## config.mk

```make
export PLATFORM = sky130hd
export DESIGN_NAME = scan_config_startup_sync
export DESIGN_NICKNAME = d
export VERILOG_FILES = /design/src/inc/cfg_load_pkg.sv /design/src/inc/byte_stream_if.sv /design/src/verilog/byte_fifo.sv /design/src/verilog/scan_config_startup_sync.sv
export SDC_FILE = /design/constraint.sdc
export NUM_CORES = 1
export LEC_CHECK = 0
export BUFFER_PORTS_ARGS = -buffer_cell sky130_fd_sc_hd__buf_2
export CAP_MARGIN = 20
export CORE_MARGIN = 2
export CORE_UTILIZATION = 65
export CTS_CLUSTER_DIAMETER = 80
export CTS_CLUSTER_SIZE = 20
export DETAILED_ROUTE_END_ITERATION = 12
export PLACE_DENSITY = 0.81
export REMOVE_ABC_BUFFERS = 1
export SLEW_MARGIN = 0
export SYNTH_ARGS = -nofsm -noshare
export SYNTH_HDL_FRONTEND = slang
export SYNTH_HIERARCHICAL = 1
export SYNTH_SLANG_ARGS = --single-unit
```

## constraint.sdc

```tcl
create_clock -name clk_i -period 4.2 [get_ports clk_i]
set_input_delay 0.84 -clock clk_i [delete_from_list [all_inputs] [get_ports clk_i]]
set_output_delay 0.84 -clock clk_i [all_outputs]
set_load 0.01 [all_outputs]
```

## src/inc/cfg_load_pkg.sv

```systemverilog
// Purpose: shared constants and state types for the scan configuration loader
// Assumes: one 125 MHz clock; all pins enter through the three-flop filter
// Notes:   pin vector positions, counts and encodings are named here only
package cfg_load_pkg;
  // clock figures
  localparam int CLK_NS          = 8;
  localparam int STARTUP_CLK_NS  = 64;                       // start-up clock period, divided down from clk_i
  localparam int STARTUP_DIV     = STARTUP_CLK_NS / CLK_NS;  // cycles per start-up tick
  localparam int DIV_W           = 4;
  // configuration memory clear before the clear-status line is let go
  localparam int CLR_CYCLES      = 16;
  localparam int CLR_W           = 8;
  // length count and readback frame
  localparam int LEN_W           = 24;
  localparam int RB_FRAME_BITS   = 64;
  localparam int RB_W            = 8;
  localparam int SHADOW_W        = 16;
  // data path
  localparam int BYTE_W          = 8;
  localparam int FIFO_DEPTH      = 8;
  localparam int BIT_CNT_W       = 3;
  // instruction register
  localparam int IR_W            = 3;
  localparam logic [IR_W-1:0] IR_LOAD   = 3'h5;  // bitstream-load opcode, value arbitrary
  localparam logic [IR_W-1:0] IR_BYPASS = 3'h7;
  // filtered pin vector positions
  localparam int P_TCK   = 0;
  localparam int P_TMS   = 1;
  localparam int P_TDI   = 2;
  localparam int P_INIT  = 3;
  localparam int P_DONE  = 4;
  localparam int P_USER_STARTUP_CLOCK  = 5;
  localparam int P_RDCLK = 6;
  localparam int P_TRIG  = 7;
  localparam int P_PROG  = 8;
  localparam int P_M0    = 9;
  localparam int P_M1    = 10;
  localparam int NPIN    = 11;
  // test access port states
  typedef enum logic [3:0] {
    TAP_RESET = 4'h0, TAP_IDLE  = 4'h1, DR_SELECT = 4'h2, DR_CAPTURE = 4'h3,
    DR_SHIFT  = 4'h4, DR_EXIT1  = 4'h5, DR_PAUSE  = 4'h6, DR_EXIT2   = 4'h7,
    DR_UPDATE = 4'h8, IR_SELECT = 4'h9, IR_CAPTURE = 4'hA, IR_SHIFT  = 4'hB,
    IR_EXIT1  = 4'hC, IR_PAUSE  = 4'hD, IR_EXIT2  = 4'hE, IR_UPDATE  = 4'hF
  } tap_state_e;
  // configuration flow
  typedef enum logic [2:0] {
    CFG_CLEAR = 3'h0, CFG_WAIT = 3'h1, CFG_LOAD = 3'h2, CFG_START = 3'h3
  } cfg_state_e;
  // start-up sequence
  typedef enum logic [2:0] {
    SU_IDLE = 3'h0, SU_DONE = 3'h1, SU_IO = 3'h2, SU_FIN = 3'h3
  } su_state_e;
endpackage

```

## src/inc/byte_stream_if.sv

```systemverilog
// Purpose: valid/ready byte stream between the loader and its buffer
// Assumes: source holds data and valid until ready
// Notes:   one transfer per cycle with valid and ready high
`timescale 1ns/1ns
interface byte_stream_if #(parameter int W = 8);
  logic         valid;  // word offered
  logic         ready;  // word taken
  logic [W-1:0] data;   // word
  modport source (output valid, output data, input ready);
  modport sink   (input valid, input data, output ready);
endinterface

```

## src/verilog/byte_fifo.sv

```systemverilog
// Purpose: small synchronous fifo for configuration bytes
// Assumes: single clock, write and read may happen together
// Notes:   ready on the write side is low exactly when full
`timescale 1ns/1ns
module byte_fifo #(
  parameter int W = 8,
  parameter int D = 8
) (
  // clock and reset
  input  wire logic clk_i,
  input  wire logic arst_n_i,
  // streams
  byte_stream_if.sink   wr,
  byte_stream_if.source rd
);
  localparam int AW = $clog2(D);

  logic [W-1:0] mem_r [D];         // storage
  logic [AW:0]  wp_r, wp_nxt;      // write pointer with wrap bit
  logic [AW:0]  rp_r, rp_nxt;      // read pointer with wrap bit
  logic         full, empty;

  // honest full and empty from the pointers
  assign full     = (wp_r[AW] != rp_r[AW]) && (wp_r[AW-1:0] == rp_r[AW-1:0]);
  assign empty    = (wp_r == rp_r);
  assign wr.ready = !full;
  assign rd.valid = !empty;
  assign rd.data  = mem_r[rp_r[AW-1:0]];

  // pointer advance
  always_comb begin
    wp_nxt = wp_r;
    rp_nxt = rp_r;
    if (wr.valid && !full) begin
      wp_nxt = wp_r + 1'b1;
    end
    if (rd.ready && !empty) begin
      rp_nxt = rp_r + 1'b1;
    end
  end

  // pointer registers
  always_ff @(posedge clk_i or negedge arst_n_i) begin
    if (!arst_n_i) begin
      wp_r <= '0;
      rp_r <= '0;
    end else begin
      wp_r <= wp_nxt;
      rp_r <= rp_nxt;
    end
  end

  // storage write, no reset needed on data
  always_ff @(posedge clk_i) begin
    if (wr.valid && !full) begin
      mem_r[wp_r[AW-1:0]] <= wr.data;
    end
  end
endmodule

```

## src/verilog/scan_config_startup_sync.sv

```systemverilog
// Purpose: scan-port bitstream load, start-up sequencing and first readback
// Assumes: all pins asynchronous to clk_i; tck and readback clock far below clk_i
// Notes:   open-drain pins come as input, output and output enable
`timescale 1ns/1ns
module scan_config_startup_sync (
  // clock and reset
  input  wire logic                               clk_i,
  input  wire logic                               arst_n_i,
  // test access port pins
  input  wire logic                               tck_i,
  input  wire logic                               tms_i,
  input  wire logic                               tdi_i,
  // configuration control pins
  input  wire logic                               prog_n_i,
  input  wire logic [1:0]                         mode_i,
  input  wire logic                               init_i,
  output logic                                    init_o,
  output logic                                    init_oe_o,
  input  wire logic                               done_i,
  output logic                                    done_o,
  output logic                                    done_oe_o,
  // start-up options and user clock
  input  wire logic                               user_clk_wait_on_complete_i,
  input  wire logic                               user_clk_no_wait_i,
  input  wire logic                               user_startup_clock_i,
  input  wire logic [cfg_load_pkg::LEN_W-1:0]     length_count_i,
  // readback
  input  wire logic                               readback_trigger_i,
  input  wire logic                               readback_clk_i,
  output logic                                    readback_in_progress_o,
  output logic                                    readback_data_o,
  // status
  output logic [1:0]                              config_mode_o,
  output logic                                    user_io_active_o,
  output logic                                    global_set_reset_o,
  output logic                                    overrun_o,
  // configuration byte stream
  output logic                                    cfg_valid_o,
  output logic [cfg_load_pkg::BYTE_W-1:0]         cfg_data_o,
  input  wire logic                               cfg_ready_i
);
  // tap next state
  function automatic cfg_load_pkg::tap_state_e tap_next(input cfg_load_pkg::tap_state_e s, input logic tms);
    case (s)
      cfg_load_pkg::TAP_RESET:  tap_next = tms ? cfg_load_pkg::TAP_RESET : cfg_load_pkg::TAP_IDLE;
      cfg_load_pkg::TAP_IDLE:   tap_next = tms ? cfg_load_pkg::DR_SELECT : cfg_load_pkg::TAP_IDLE;
      cfg_load_pkg::DR_SELECT:  tap_next = tms ? cfg_load_pkg::IR_SELECT : cfg_load_pkg::DR_CAPTURE;
      cfg_load_pkg::DR_CAPTURE: tap_next = tms ? cfg_load_pkg::DR_EXIT1 : cfg_load_pkg::DR_SHIFT;
      cfg_load_pkg::DR_SHIFT:   tap_next = tms ? cfg_load_pkg::DR_EXIT1 : cfg_load_pkg::DR_SHIFT;
      cfg_load_pkg::DR_EXIT1:   tap_next = tms ? cfg_load_pkg::DR_UPDATE : cfg_load_pkg::DR_PAUSE;
      cfg_load_pkg::DR_PAUSE:   tap_next = tms ? cfg_load_pkg::DR_EXIT2 : cfg_load_pkg::DR_PAUSE;
      cfg_load_pkg::DR_EXIT2:   tap_next = tms ? cfg_load_pkg::DR_UPDATE : cfg_load_pkg::DR_SHIFT;
      cfg_load_pkg::DR_UPDATE:  tap_next = tms ? cfg_load_pkg::DR_SELECT : cfg_load_pkg::TAP_IDLE;
      cfg_load_pkg::IR_SELECT:  tap_next = tms ? cfg_load_pkg::TAP_RESET : cfg_load_pkg::IR_CAPTURE;
      cfg_load_pkg::IR_CAPTURE: tap_next = tms ? cfg_load_pkg::IR_EXIT1 : cfg_load_pkg::IR_SHIFT;
      cfg_load_pkg::IR_SHIFT:   tap_next = tms ? cfg_load_pkg::IR_EXIT1 : cfg_load_pkg::IR_SHIFT;
      cfg_load_pkg::IR_EXIT1:   tap_next = tms ? cfg_load_pkg::IR_UPDATE : cfg_load_pkg::IR_PAUSE;
      cfg_load_pkg::IR_PAUSE:   tap_next = tms ? cfg_load_pkg::IR_EXIT2 : cfg_load_pkg::IR_PAUSE;
      cfg_load_pkg::IR_EXIT2:   tap_next = tms ? cfg_load_pkg::IR_UPDATE : cfg_load_pkg::IR_SHIFT;
      default:                  tap_next = tms ? cfg_load_pkg::DR_SELECT : cfg_load_pkg::TAP_IDLE;
    endcase
  endfunction

  // pin filter: three flops, change accepted when second and third agree
  logic [cfg_load_pkg::NPIN-1:0] s1_r, s2_r, s3_r, filt_r, filt_nxt, rise;
  logic [cfg_load_pkg::NPIN-1:0] pins;
  assign pins = {mode_i[1], mode_i[0], prog_n_i, readback_trigger_i, readback_clk_i,
                 user_startup_clock_i, done_i, init_i, tdi_i, tms_i, tck_i};

  // filter next value and edge finder
  always_comb begin
    filt_nxt = (s2_r & s3_r) | (filt_r & (s2_r ^ s3_r));
    rise     = filt_nxt & ~filt_r;
  end

  // filter registers
  always_ff @(posedge clk_i or negedge arst_n_i) begin
    if (!arst_n_i) begin
      s1_r   <= '0;
      s2_r   <= '0;
      s3_r   <= '0;
      filt_r <= '0;
    end else begin
      s1_r   <= pins;
      s2_r   <= s1_r;
      s3_r   <= s2_r;
      filt_r <= filt_nxt;
    end
  end

  // state of all groups
  cfg_load_pkg::tap_state_e      tap_r, tap_nxt;
  cfg_load_pkg::cfg_state_e      cfg_r, cfg_nxt;
  cfg_load_pkg::su_state_e       su_r, su_nxt;
  logic [cfg_load_pkg::IR_W-1:0]     ir_sh_r, ir_sh_nxt, ir_r, ir_nxt;      // instruction shift and hold
  logic [cfg_load_pkg::CLR_W-1:0]    clr_r, clr_nxt;                         // memory clear timer
  logic [cfg_load_pkg::LEN_W-1:0]    tck_cnt_r, tck_cnt_nxt;                 // length count progress
  logic [1:0]                        mode_r, mode_nxt;                       // captured mode
  logic [cfg_load_pkg::BYTE_W-1:0]   byte_r, byte_nxt;                       // assembling byte
  logic [cfg_load_pkg::BIT_CNT_W-1:0] bit_r, bit_nxt;                        // bits in byte
  logic                              pend_r, pend_nxt, ovr_r, ovr_nxt, ovr_set;  // byte waiting, overrun, loss event
  logic [cfg_load_pkg::SHADOW_W-1:0] shadow_r, shadow_nxt;                   // last bits loaded
  logic [cfg_load_pkg::DIV_W-1:0]    div_r, div_nxt;                         // start-up clock divider
  logic                              done_rel_r, done_rel_nxt, io_r, io_nxt, gsr_r, gsr_nxt;
  logic                              rip_r, rip_nxt, rbd_r, rbd_nxt;         // readback flag and data
  logic [cfg_load_pkg::RB_W-1:0]     rb_cnt_r, rb_cnt_nxt;                   // readback bit count
  logic [cfg_load_pkg::SHADOW_W-1:0] rb_sh_r, rb_sh_nxt;                     // readback shifter
  logic                              tck_rise, shifting, su_tick, user_clk_sel, push_ready;

  assign tck_rise     = rise[cfg_load_pkg::P_TCK];
  assign shifting     = (tap_r == cfg_load_pkg::DR_SHIFT) && (ir_r == cfg_load_pkg::IR_LOAD);
  assign user_clk_sel = user_clk_wait_on_complete_i | user_clk_no_wait_i;
  assign su_tick      = user_clk_sel ? rise[cfg_load_pkg::P_USER_STARTUP_CLOCK] : (div_r == '0);

  // tap controller and instruction register, stepped on tck rise
  always_comb begin
    tap_nxt   = tap_r;
    ir_sh_nxt = ir_sh_r;
    ir_nxt    = ir_r;
    if (tck_rise) begin
      tap_nxt = tap_next(tap_r, filt_r[cfg_load_pkg::P_TMS]);
      if (tap_r == cfg_load_pkg::IR_SHIFT) begin
        ir_sh_nxt = {filt_r[cfg_load_pkg::P_TDI], ir_sh_r[cfg_load_pkg::IR_W-1:1]};
      end
      if (tap_r == cfg_load_pkg::IR_UPDATE) begin
        ir_nxt = ir_sh_r;
      end
      if (tap_r == cfg_load_pkg::TAP_RESET) begin
        ir_nxt = cfg_load_pkg::IR_BYPASS;
      end
    end
  end

  // configuration flow: clear, wait on clear-status, load, start-up
  always_comb begin
    cfg_nxt     = cfg_r;
    clr_nxt     = clr_r;
    tck_cnt_nxt = tck_cnt_r;
    mode_nxt    = mode_r;
    byte_nxt    = byte_r;
    bit_nxt     = bit_r;
    shadow_nxt  = shadow_r;
    pend_nxt    = pend_r && !push_ready;
    ovr_nxt     = ovr_r;
    ovr_set     = 1'b0;
    case (cfg_r)
      cfg_load_pkg::CFG_CLEAR: begin
        clr_nxt = clr_r + 1'b1;
        if (clr_r == cfg_load_pkg::CLR_W'(cfg_load_pkg::CLR_CYCLES - 1)) begin
          cfg_nxt = cfg_load_pkg::CFG_WAIT;
        end
      end
      cfg_load_pkg::CFG_WAIT: begin
        if (filt_r[cfg_load_pkg::P_INIT]) begin
          mode_nxt    = {filt_r[cfg_load_pkg::P_M1], filt_r[cfg_load_pkg::P_M0]};
          tck_cnt_nxt = '0;
          cfg_nxt     = cfg_load_pkg::CFG_LOAD;
        end
      end
      cfg_load_pkg::CFG_LOAD: begin
        if (tck_rise) begin
          tck_cnt_nxt = tck_cnt_r + 1'b1;
          if (shifting) begin
            byte_nxt   = {filt_r[cfg_load_pkg::P_TDI], byte_r[cfg_load_pkg::BYTE_W-1:1]};
            shadow_nxt = {filt_r[cfg_load_pkg::P_TDI], shadow_r[cfg_load_pkg::SHADOW_W-1:1]};
            bit_nxt    = bit_r + 1'b1;
            if (bit_r == '1) begin
              pend_nxt = 1'b1;
              ovr_set  = pend_r && !push_ready;                           // byte lost when full
              ovr_nxt  = ovr_r | ovr_set;
            end
          end
        end
        if (tck_cnt_r == length_count_i && length_count_i != '0) begin
          cfg_nxt = cfg_load_pkg::CFG_START;
        end
      end
      default: ;
    endcase
    if (!filt_r[cfg_load_pkg::P_PROG]) begin                             // reprogram restarts clear
      cfg_nxt = cfg_load_pkg::CFG_CLEAR;
      clr_nxt = '0;
      bit_nxt = '0;
      ovr_nxt = ovr_set;                                                  // a loss in the same cycle wins
    end
  end

  // start-up sequencer and its divider
  always_comb begin
    su_nxt       = su_r;
    done_rel_nxt = done_rel_r;
    io_nxt       = io_r;
    gsr_nxt      = gsr_r;
    div_nxt      = (div_r == '0) ? cfg_load_pkg::DIV_W'(cfg_load_pkg::STARTUP_DIV - 1) : div_r - 1'b1;
    if (cfg_r != cfg_load_pkg::CFG_START) begin
      su_nxt       = cfg_load_pkg::SU_IDLE;
      done_rel_nxt = 1'b0;
      io_nxt       = 1'b0;
      gsr_nxt      = 1'b1;
    end else if (su_tick) begin
      case (su_r)
        cfg_load_pkg::SU_IDLE: begin
          done_rel_nxt = 1'b1;
          su_nxt       = cfg_load_pkg::SU_DONE;
        end
        cfg_load_pkg::SU_DONE: begin
          if (!user_clk_wait_on_complete_i || filt_r[cfg_load_pkg::P_DONE]) begin
            io_nxt = 1'b1;
            su_nxt = cfg_load_pkg::SU_IO;
          end
        end
        cfg_load_pkg::SU_IO: begin
          gsr_nxt = 1'b0;
          su_nxt  = cfg_load_pkg::SU_FIN;
        end
        default: ;
      endcase
    end
  end

  // readback: first one on finish with trigger high, later ones on trigger rise
  always_comb begin
    rip_nxt    = rip_r;
    rbd_nxt    = rbd_r;
    rb_cnt_nxt = rb_cnt_r;
    rb_sh_nxt  = rb_sh_r;
    if (!rip_r) begin
      if ((su_nxt == cfg_load_pkg::SU_FIN && su_r != cfg_load_pkg::SU_FIN && filt_r[cfg_load_pkg::P_TRIG])
          || (su_r == cfg_load_pkg::SU_FIN && rise[cfg_load_pkg::P_TRIG])) begin
        rip_nxt    = 1'b1;
        rb_cnt_nxt = '0;
        rb_sh_nxt  = shadow_r;
      end
    end else if (rise[cfg_load_pkg::P_RDCLK]) begin
      rbd_nxt    = rb_sh_r[0];
      rb_sh_nxt  = {rb_sh_r[0], rb_sh_r[cfg_load_pkg::SHADOW_W-1:1]};
      rb_cnt_nxt = rb_cnt_r + 1'b1;
      if (rb_cnt_r == cfg_load_pkg::RB_W'(cfg_load_pkg::RB_FRAME_BITS - 1)) begin
        rip_nxt = 1'b0;
      end
    end
    if (cfg_r != cfg_load_pkg::CFG_START) begin
      rip_nxt = 1'b0;
    end
  end

  // registers of all groups
  always_ff @(posedge clk_i or negedge arst_n_i) begin
    if (!arst_n_i) begin
      tap_r <= cfg_load_pkg::TAP_RESET;  ir_sh_r <= '0;  ir_r <= cfg_load_pkg::IR_BYPASS;
      cfg_r <= cfg_load_pkg::CFG_CLEAR;  clr_r <= '0;    tck_cnt_r <= '0;  mode_r <= '0;
      byte_r <= '0;  bit_r <= '0;  pend_r <= 1'b0;  ovr_r <= 1'b0;  shadow_r <= '0;
      su_r <= cfg_load_pkg::SU_IDLE;  div_r <= '0;  done_rel_r <= 1'b0;  io_r <= 1'b0;  gsr_r <= 1'b1;
      rip_r <= 1'b0;  rbd_r <= 1'b0;  rb_cnt_r <= '0;  rb_sh_r <= '0;
    end else begin
      tap_r <= tap_nxt;  ir_sh_r <= ir_sh_nxt;  ir_r <= ir_nxt;
      cfg_r <= cfg_nxt;  clr_r <= clr_nxt;  tck_cnt_r <= tck_cnt_nxt;  mode_r <= mode_nxt;
      byte_r <= byte_nxt;  bit_r <= bit_nxt;  pend_r <= pend_nxt;  ovr_r <= ovr_nxt;  shadow_r <= shadow_nxt;
      su_r <= su_nxt;  div_r <= div_nxt;  done_rel_r <= done_rel_nxt;  io_r <= io_nxt;  gsr_r <= gsr_nxt;
      rip_r <= rip_nxt;  rbd_r <= rbd_nxt;  rb_cnt_r <= rb_cnt_nxt;  rb_sh_r <= rb_sh_nxt;
    end
  end

  // byte buffer between the scan port and the frame writer
  byte_stream_if #(.W(cfg_load_pkg::BYTE_W)) push_if ();
  byte_stream_if #(.W(cfg_load_pkg::BYTE_W)) pop_if ();
  assign push_if.valid = pend_r;
  assign push_if.data  = byte_r;
  assign push_ready    = push_if.ready;
  assign pop_if.ready  = cfg_ready_i;
  byte_fifo #(.W(cfg_load_pkg::BYTE_W), .D(cfg_load_pkg::FIFO_DEPTH)) u_fifo (
    .clk_i    (clk_i),
    .arst_n_i (arst_n_i),
    .wr       (push_if.sink),
    .rd       (pop_if.source)
  );

  // outputs
  assign cfg_valid_o            = pop_if.valid;
  assign cfg_data_o             = pop_if.data;
  assign init_o                 = 1'b0;
  assign init_oe_o              = (cfg_r == cfg_load_pkg::CFG_CLEAR);
  assign done_o                 = 1'b0;
  assign done_oe_o              = !done_rel_r;
  assign config_mode_o          = mode_r;
  assign user_io_active_o       = io_r;
  assign global_set_reset_o     = gsr_r;
  assign overrun_o              = ovr_r;
  assign readback_in_progress_o = rip_r;
  assign readback_data_o        = rbd_r;
endmodule
```

; ---- Word level (Yosys, flattened, before mapping)
; Memory sizes are Yosys's and may differ from the RTL's.
; Cells that the tools add are included.
[op_classes]
add_sub_neg = 7
mux = 71
div = 0
n_bitwise = 8
mul = 0
n_reduce_logical = 43
n_eq_ne = 41
shifts = 0
magnitude_cmp = 0
[op_table]
columns = op, count
row1 = $mux 16, 3
row2 = $mux 24, 2
row3 = $pmux 24 s2, 1
row4 = $mux 3, 15
row5 = $pmux 4 s11, 1
row6 = $mux 8, 5
row7 = $mux 1, 34
row8 = $eq 4x4->1 const B, 7
row9 = $add 24x1->24 const B, 1
row10 = $eq 24x24->1, 1
row11 = $reduce_bool 24->1, 1
row12 = $and 11x11->11, 2
row13 = $mux 4, 5
row14 = $pmux 3 s3, 2
row15 = $add 8x1->8 const B, 2
row16 = $eq 4x3->1 const B, 4
row17 = $reduce_bool 2->1, 8
row18 = $reduce_and 2->1, 7
row19 = $eq 3x2->1 const B, 4
row20 = $reduce_and 3->1, 4
row21 = $or 11x11->11, 1
row22 = $xor 11x11->11, 1
row23 = $logic_and 1x1->1, 9
row24 = $ne 3x2->1 const B, 3
row25 = 25 further kinds, 47
[totals]
n_memories = 1
latchBits = 0
input_bits = 40
ramBits = 64
wordCells = 198
ff_bits = 164
mem_bits_ro = 0
out_inout_bits = 20
[memory_table]
columns = name, words, word_bits, rd, rd_ports_with_merged_regs, write_ports, line
row1 = u_fifo.mem_r, 8, 8, 1, 0, 1, byte_fifo.sv:18  ; logic [W-1:0] mem_r [D];

; ---- Depth between registers and ports, before layout
[depth]
word_depth = 14
ltp_mapped = 9
ltp_nobuf = 7

; ---- Cells and area by module
; Netlist, hierarchy kept.
[modules_own_cells]
columns = mod, cells_each, area_per_inst_um2, n_inst, seq_area_each_um2
row1 = scan_config_startup_sync, 578, 6739.0, 1, 3683.5
row2 = byte_fifo, 150, 3010.4, 1, 2122.0

; ---- Least setup slack after synthesis
; No wires, ideal clock.
[synth_path]
path_kind = flip-flop to flip-flop
from = register u_fifo.wp_r[2]
to = memory u_fifo.mem_r[1][0] (enable)
setup_time_ps = 398
setup_slack_ps = 1713
required_time_ps = 3802
stages_incl_launch_ff = 5
arrival_ps = 2089
n_path_buf = 1
synth_period_minus_slack_ps = 2487
cell_sequence = dfrtp_1 -> buf_4 -> xor2_1 -> o41ai_4 -> nor4b_1
[synth_between]
elab_chain_len = 6
[synth_lines]
columns = element, line
row1 = from (decl), byte_fifo.sv:19  ; logic [AW:0] wp_r, wp_nxt;
row2 = from (signal assigned), byte_fifo.sv:48  ; wp_r <= wp_nxt;
row3 = $eq 3x3->1, byte_fifo.sv:24  ; assign full = (wp_r[AW] != rp_r[AW]) && (wp_r[AW-1:0] == rp_r[AW-1:0]);
row4 = $logic_and 1x1->1, byte_fifo.sv:24
row5 = $logic_not 1->1, -
row6 = $logic_and 1x1->1, byte_fifo.sv:55  ; if (wr.valid && !full) begin
row7 = $mux 1, byte_fifo.sv:55
row8 = $mux 1 (not written as such), byte_fifo.sv:56  ; mem_r[wp_r[AW-1:0]] <= wr.data;
row9 = to (decl), byte_fifo.sv:18
; Parallel ways exist; a longest one is shown, timed or not.

; ---- Worst setup path in the final report
[layout_path]
from = register u_fifo.rp_r[0]
to = output port cfg_data_o[2] (netlist name)
[layout_between]
elab_chain_len = 1
[layout_lines]
columns = element, line
row1 = from (decl), byte_fifo.sv:20  ; logic [AW:0] rp_r, rp_nxt;
row2 = from (signal assigned), byte_fifo.sv:49  ; rp_r <= rp_nxt;
row3 = $mem_v2 8x8, -
row4 = to (decl), scan_config_startup_sync.sv:39  ; output logic [cfg_load_pkg::BYTE_W-1:0] cfg_data_o,
; Every way passes these cells.

==> results.ini <==
[layout]
layout_common_cells = dfrtp_1 (151), edfxtp_1 (64), buf_2 (56), nor2_1 (45), xor2_1 (41)
area_growth_pct = 8.96
post_route_cells_drive_above_1_share = 0.208
nNetsFinal = 846
fin_area_um2 = 10600
stdcell_count = 974
mostFrequentLayoutCell = dfrtp_1
num-fill-cells = 928
antenna_cells = 0

[synth]
synth_ff_type = dfrtp_1
netlist_area_um2 = 9750
synth_top_cell_by_area = dfrtp_1
synth.distinct_cells = 76
syn_inst = 728
synth.avg_cell_area_um2 = 13.4
synth-async-reset-ratio = 0.708
synth-seq-cells = 219
synth_edf_count = 64
synth.area.top_cells = dfrtp_1 (39%), edfxtp_1 (20%), mux4_2 (3.7%)
ys_warn_count = 6
yosysSeqAreaShare = 0.595
synth_top_area_share = 0.388

[floorplan]
rows = 44
ios = 60
core-area_um2 = 14600
initial_utilization = 0.668
die_x_um = 126
die-area_um2 = 16000
die-height_um = 126

[global_routing]
grt_max_degree = 105
busiest_layer = met2
grtUsageMet3 = 0.0295
met2_usage = 0.397
grt-ovfl-total = 0
antenna_found_initial = 0
grt_pass1_wl_mm = 30.0
grtUsageTotal = 0.228
grt_pass1_vias = 6170
grt_util_met1 = 0.303

[pwr]
clockPowerShare = 0.338
power.switching_w = 0.000870
seqPwrFrac = 0.599
p_sw_frac = 0.223
p_int_w = 0.00303
leakage_nw = 4.35
power.density_nw_per_um2 = 367
peakVddDrop_mv = 0.359
pwr-share-comb = 0.063

[worst_setup_path]
worstRegToRegCells = 7
reg2reg_slack_ns = 1.32
required_ns = 3.36
r2r_end = tck_cnt_r[17]
startpoint_type = flop
startpoint = u_fifo/rp_r[0]
worstPathMaxFanout = 12
timing.rr.start = cfg_r[0]
crit_arrival_ns = 2.48
endpoint = cfg_data_o[2]
endpoint_kind = output port
critical_path_class = flop to output port

[detailed_routing]
vias = 6020
first_pass_iters = 5
drt-initial-drc-count = 369
drt-wirelength-per-cell_um = 18.0
wl_mm = 17.5
ant_nets = 0
routed_via_density = 6.18
route.detailed.drc = 0

[clocking]
cts_buffers = 14
cts_root_buf = clkbuf_16
cts_resized = 0
cts_sinks = 219
h-tree-depth = 1
cts_tree = yes
ctsHoldBuffers = 0
post_cts_buffers = 0
clkTransAtPathRegs_ns = 0.08
clockBufferDepth = 3
insertion_delay_ns = 0.47

[timing]
max_freq_ghz = 0.302
hold_viol = 0
slew_headroom = 0.350
period_needed_ns = 3.32
fin_skew_ns = 0.0203
rsz0062_at_grt = false
setup_tns_ns = 0
worst_pin_slew_ns = 0.974
finalSetupViolations = 0
slew_violations = 0
fin_crit_sh = 0.789

[run]
drv_cap = 0

[outcome]
status = complete, no violations

[placement]
placed_area_um2 = 10200
placedCellCount = 950
routabilityCongestion = 0.902
dp_hpwl_mm = 12.2
portBuffers = 57

[hold_path]
hold_path.class = flop to flop

[worst max-delay path, stage by stage (launching register included)]
cell and delay [ns]:
dfrtp_1 0.70, buf_4 0.35, mux4_2 0.55, mux2_2 0.27
buf_2 0.14
[final cells by class]
type,instances,area (µm²),area share
Multi-Input combinational cell,461,3730,0.351
Inverter,17,63.8,0.00601
Timing Repair Buffer,69,382,0.0359
Sequential cell,219,5810,0.547
Tap cell,184,230,0.0217
Clock buffer,24,409,0.0385
[registers in the layout, summed over array words and instances (netlist names), 2 cells and up]
register / flops
bit_r: 3
byte_r: 8
cfg_r: 2
clr_r: 8
config_mode_o: 2
div_r: 4
filt_r: 11
ir_r: 3
ir_sh_r: 3
rb_cnt_r: 8
rb_sh_r: 16
s1_r: 11
s2_r: 11
s3_r: 11
shadow_r: 8
su_r: 3
tap_r: 4
tck_cnt_r: 24
u_fifo/mem_r: 64
u_fifo/rp_r: 4
u_fifo/wp_r: 4
[synthesized netlist by cell type (all sizes together), types with 19 or more instances]
library cell / number
dfrtp: 151
xor2: 42
ha: 24
clkbuf: 20
nand2: 30
nor2: 45
nand4: 19
xnor2: 23
edfxtp: 64
nand2b: 21
mux2: 32
[how the worst min path moves through the flow]
stage	startpoint	to	slack, ns	depth (start not counted)
5_1_grt	s1_r[0]	s2_r[0]	0.36	0
2_1_floorplan	s1_r[0]	s2_r[0]	0.33	0
6_report	s1_r[2]	s2_r[2]	0.35	0
4_1_cts	s1_r[1]	s2_r[1]	0.35	0
3_5_place_dp	s1_r[0]	s2_r[0]	0.34	0
3_3_place_gp	s1_r[6]	s2_r[6]	0.33	0
[per-stage QoR]
| stage | util | power [W] | hold slack, ns | worst slack, ns |
|---|---|---|---|---|
| 2_1_floorplan | - | 0.00252 | 0.331 | 1.15 |
| 3_3_place_gp | 0.700 | 0.00261 | 0.333 | 1.41 |
| 3_5_place_dp | 0.700 | 0.00263 | 0.336 | 1.34 |
| 4_1_cts | 0.728 | 0.00394 | 0.354 | 0.829 |
| 5_1_grt | 0.728 | 0.00407 | 0.355 | 0.751 |
| 6_report | 0.728 | 0.00390 | 0.353 | 0.884 |
[layer usage]
layer,share of wire,vias to the layer above
met3,0.041,33
met2,0.51,136
met4,0.024,0
met1,0.42,3067
li1,-,2784
met5,0,-
[power groups by stage]
| stage | registers, W | logic, W | clock network (W) |
|---|---|---|---|
| floorplan | 0.00236 | 0.000164 | 0 |
| global placement | 0.00238 | 0.000237 | 0 |
| detailed placement | 0.00238 | 0.000249 | 0 |
| CTS | 0.00234 | 0.000250 | 0.00136 |
| global route | 0.00235 | 0.000287 | 0.00143 |
| finish | 0.00234 | 0.000246 | 0.00132 |
[kinds of logic (layout without fill, tap and decap cells)]
group	count (synthesis)	in the layout	share of synthesized area
DFF	219	219	0.595
buffers and inverters	49	110	0.0221
and+or+nand+nor	223	223	0.130
other	1	2	0.000385
xor gates and xnor gates	65	65	0.0592
AOI/OAI and AO/OA	92	92	0.0805
muxes	55	55	0.0819
adders and majority gates	24	24	0.0308
(Power assumes the default switching activity.)
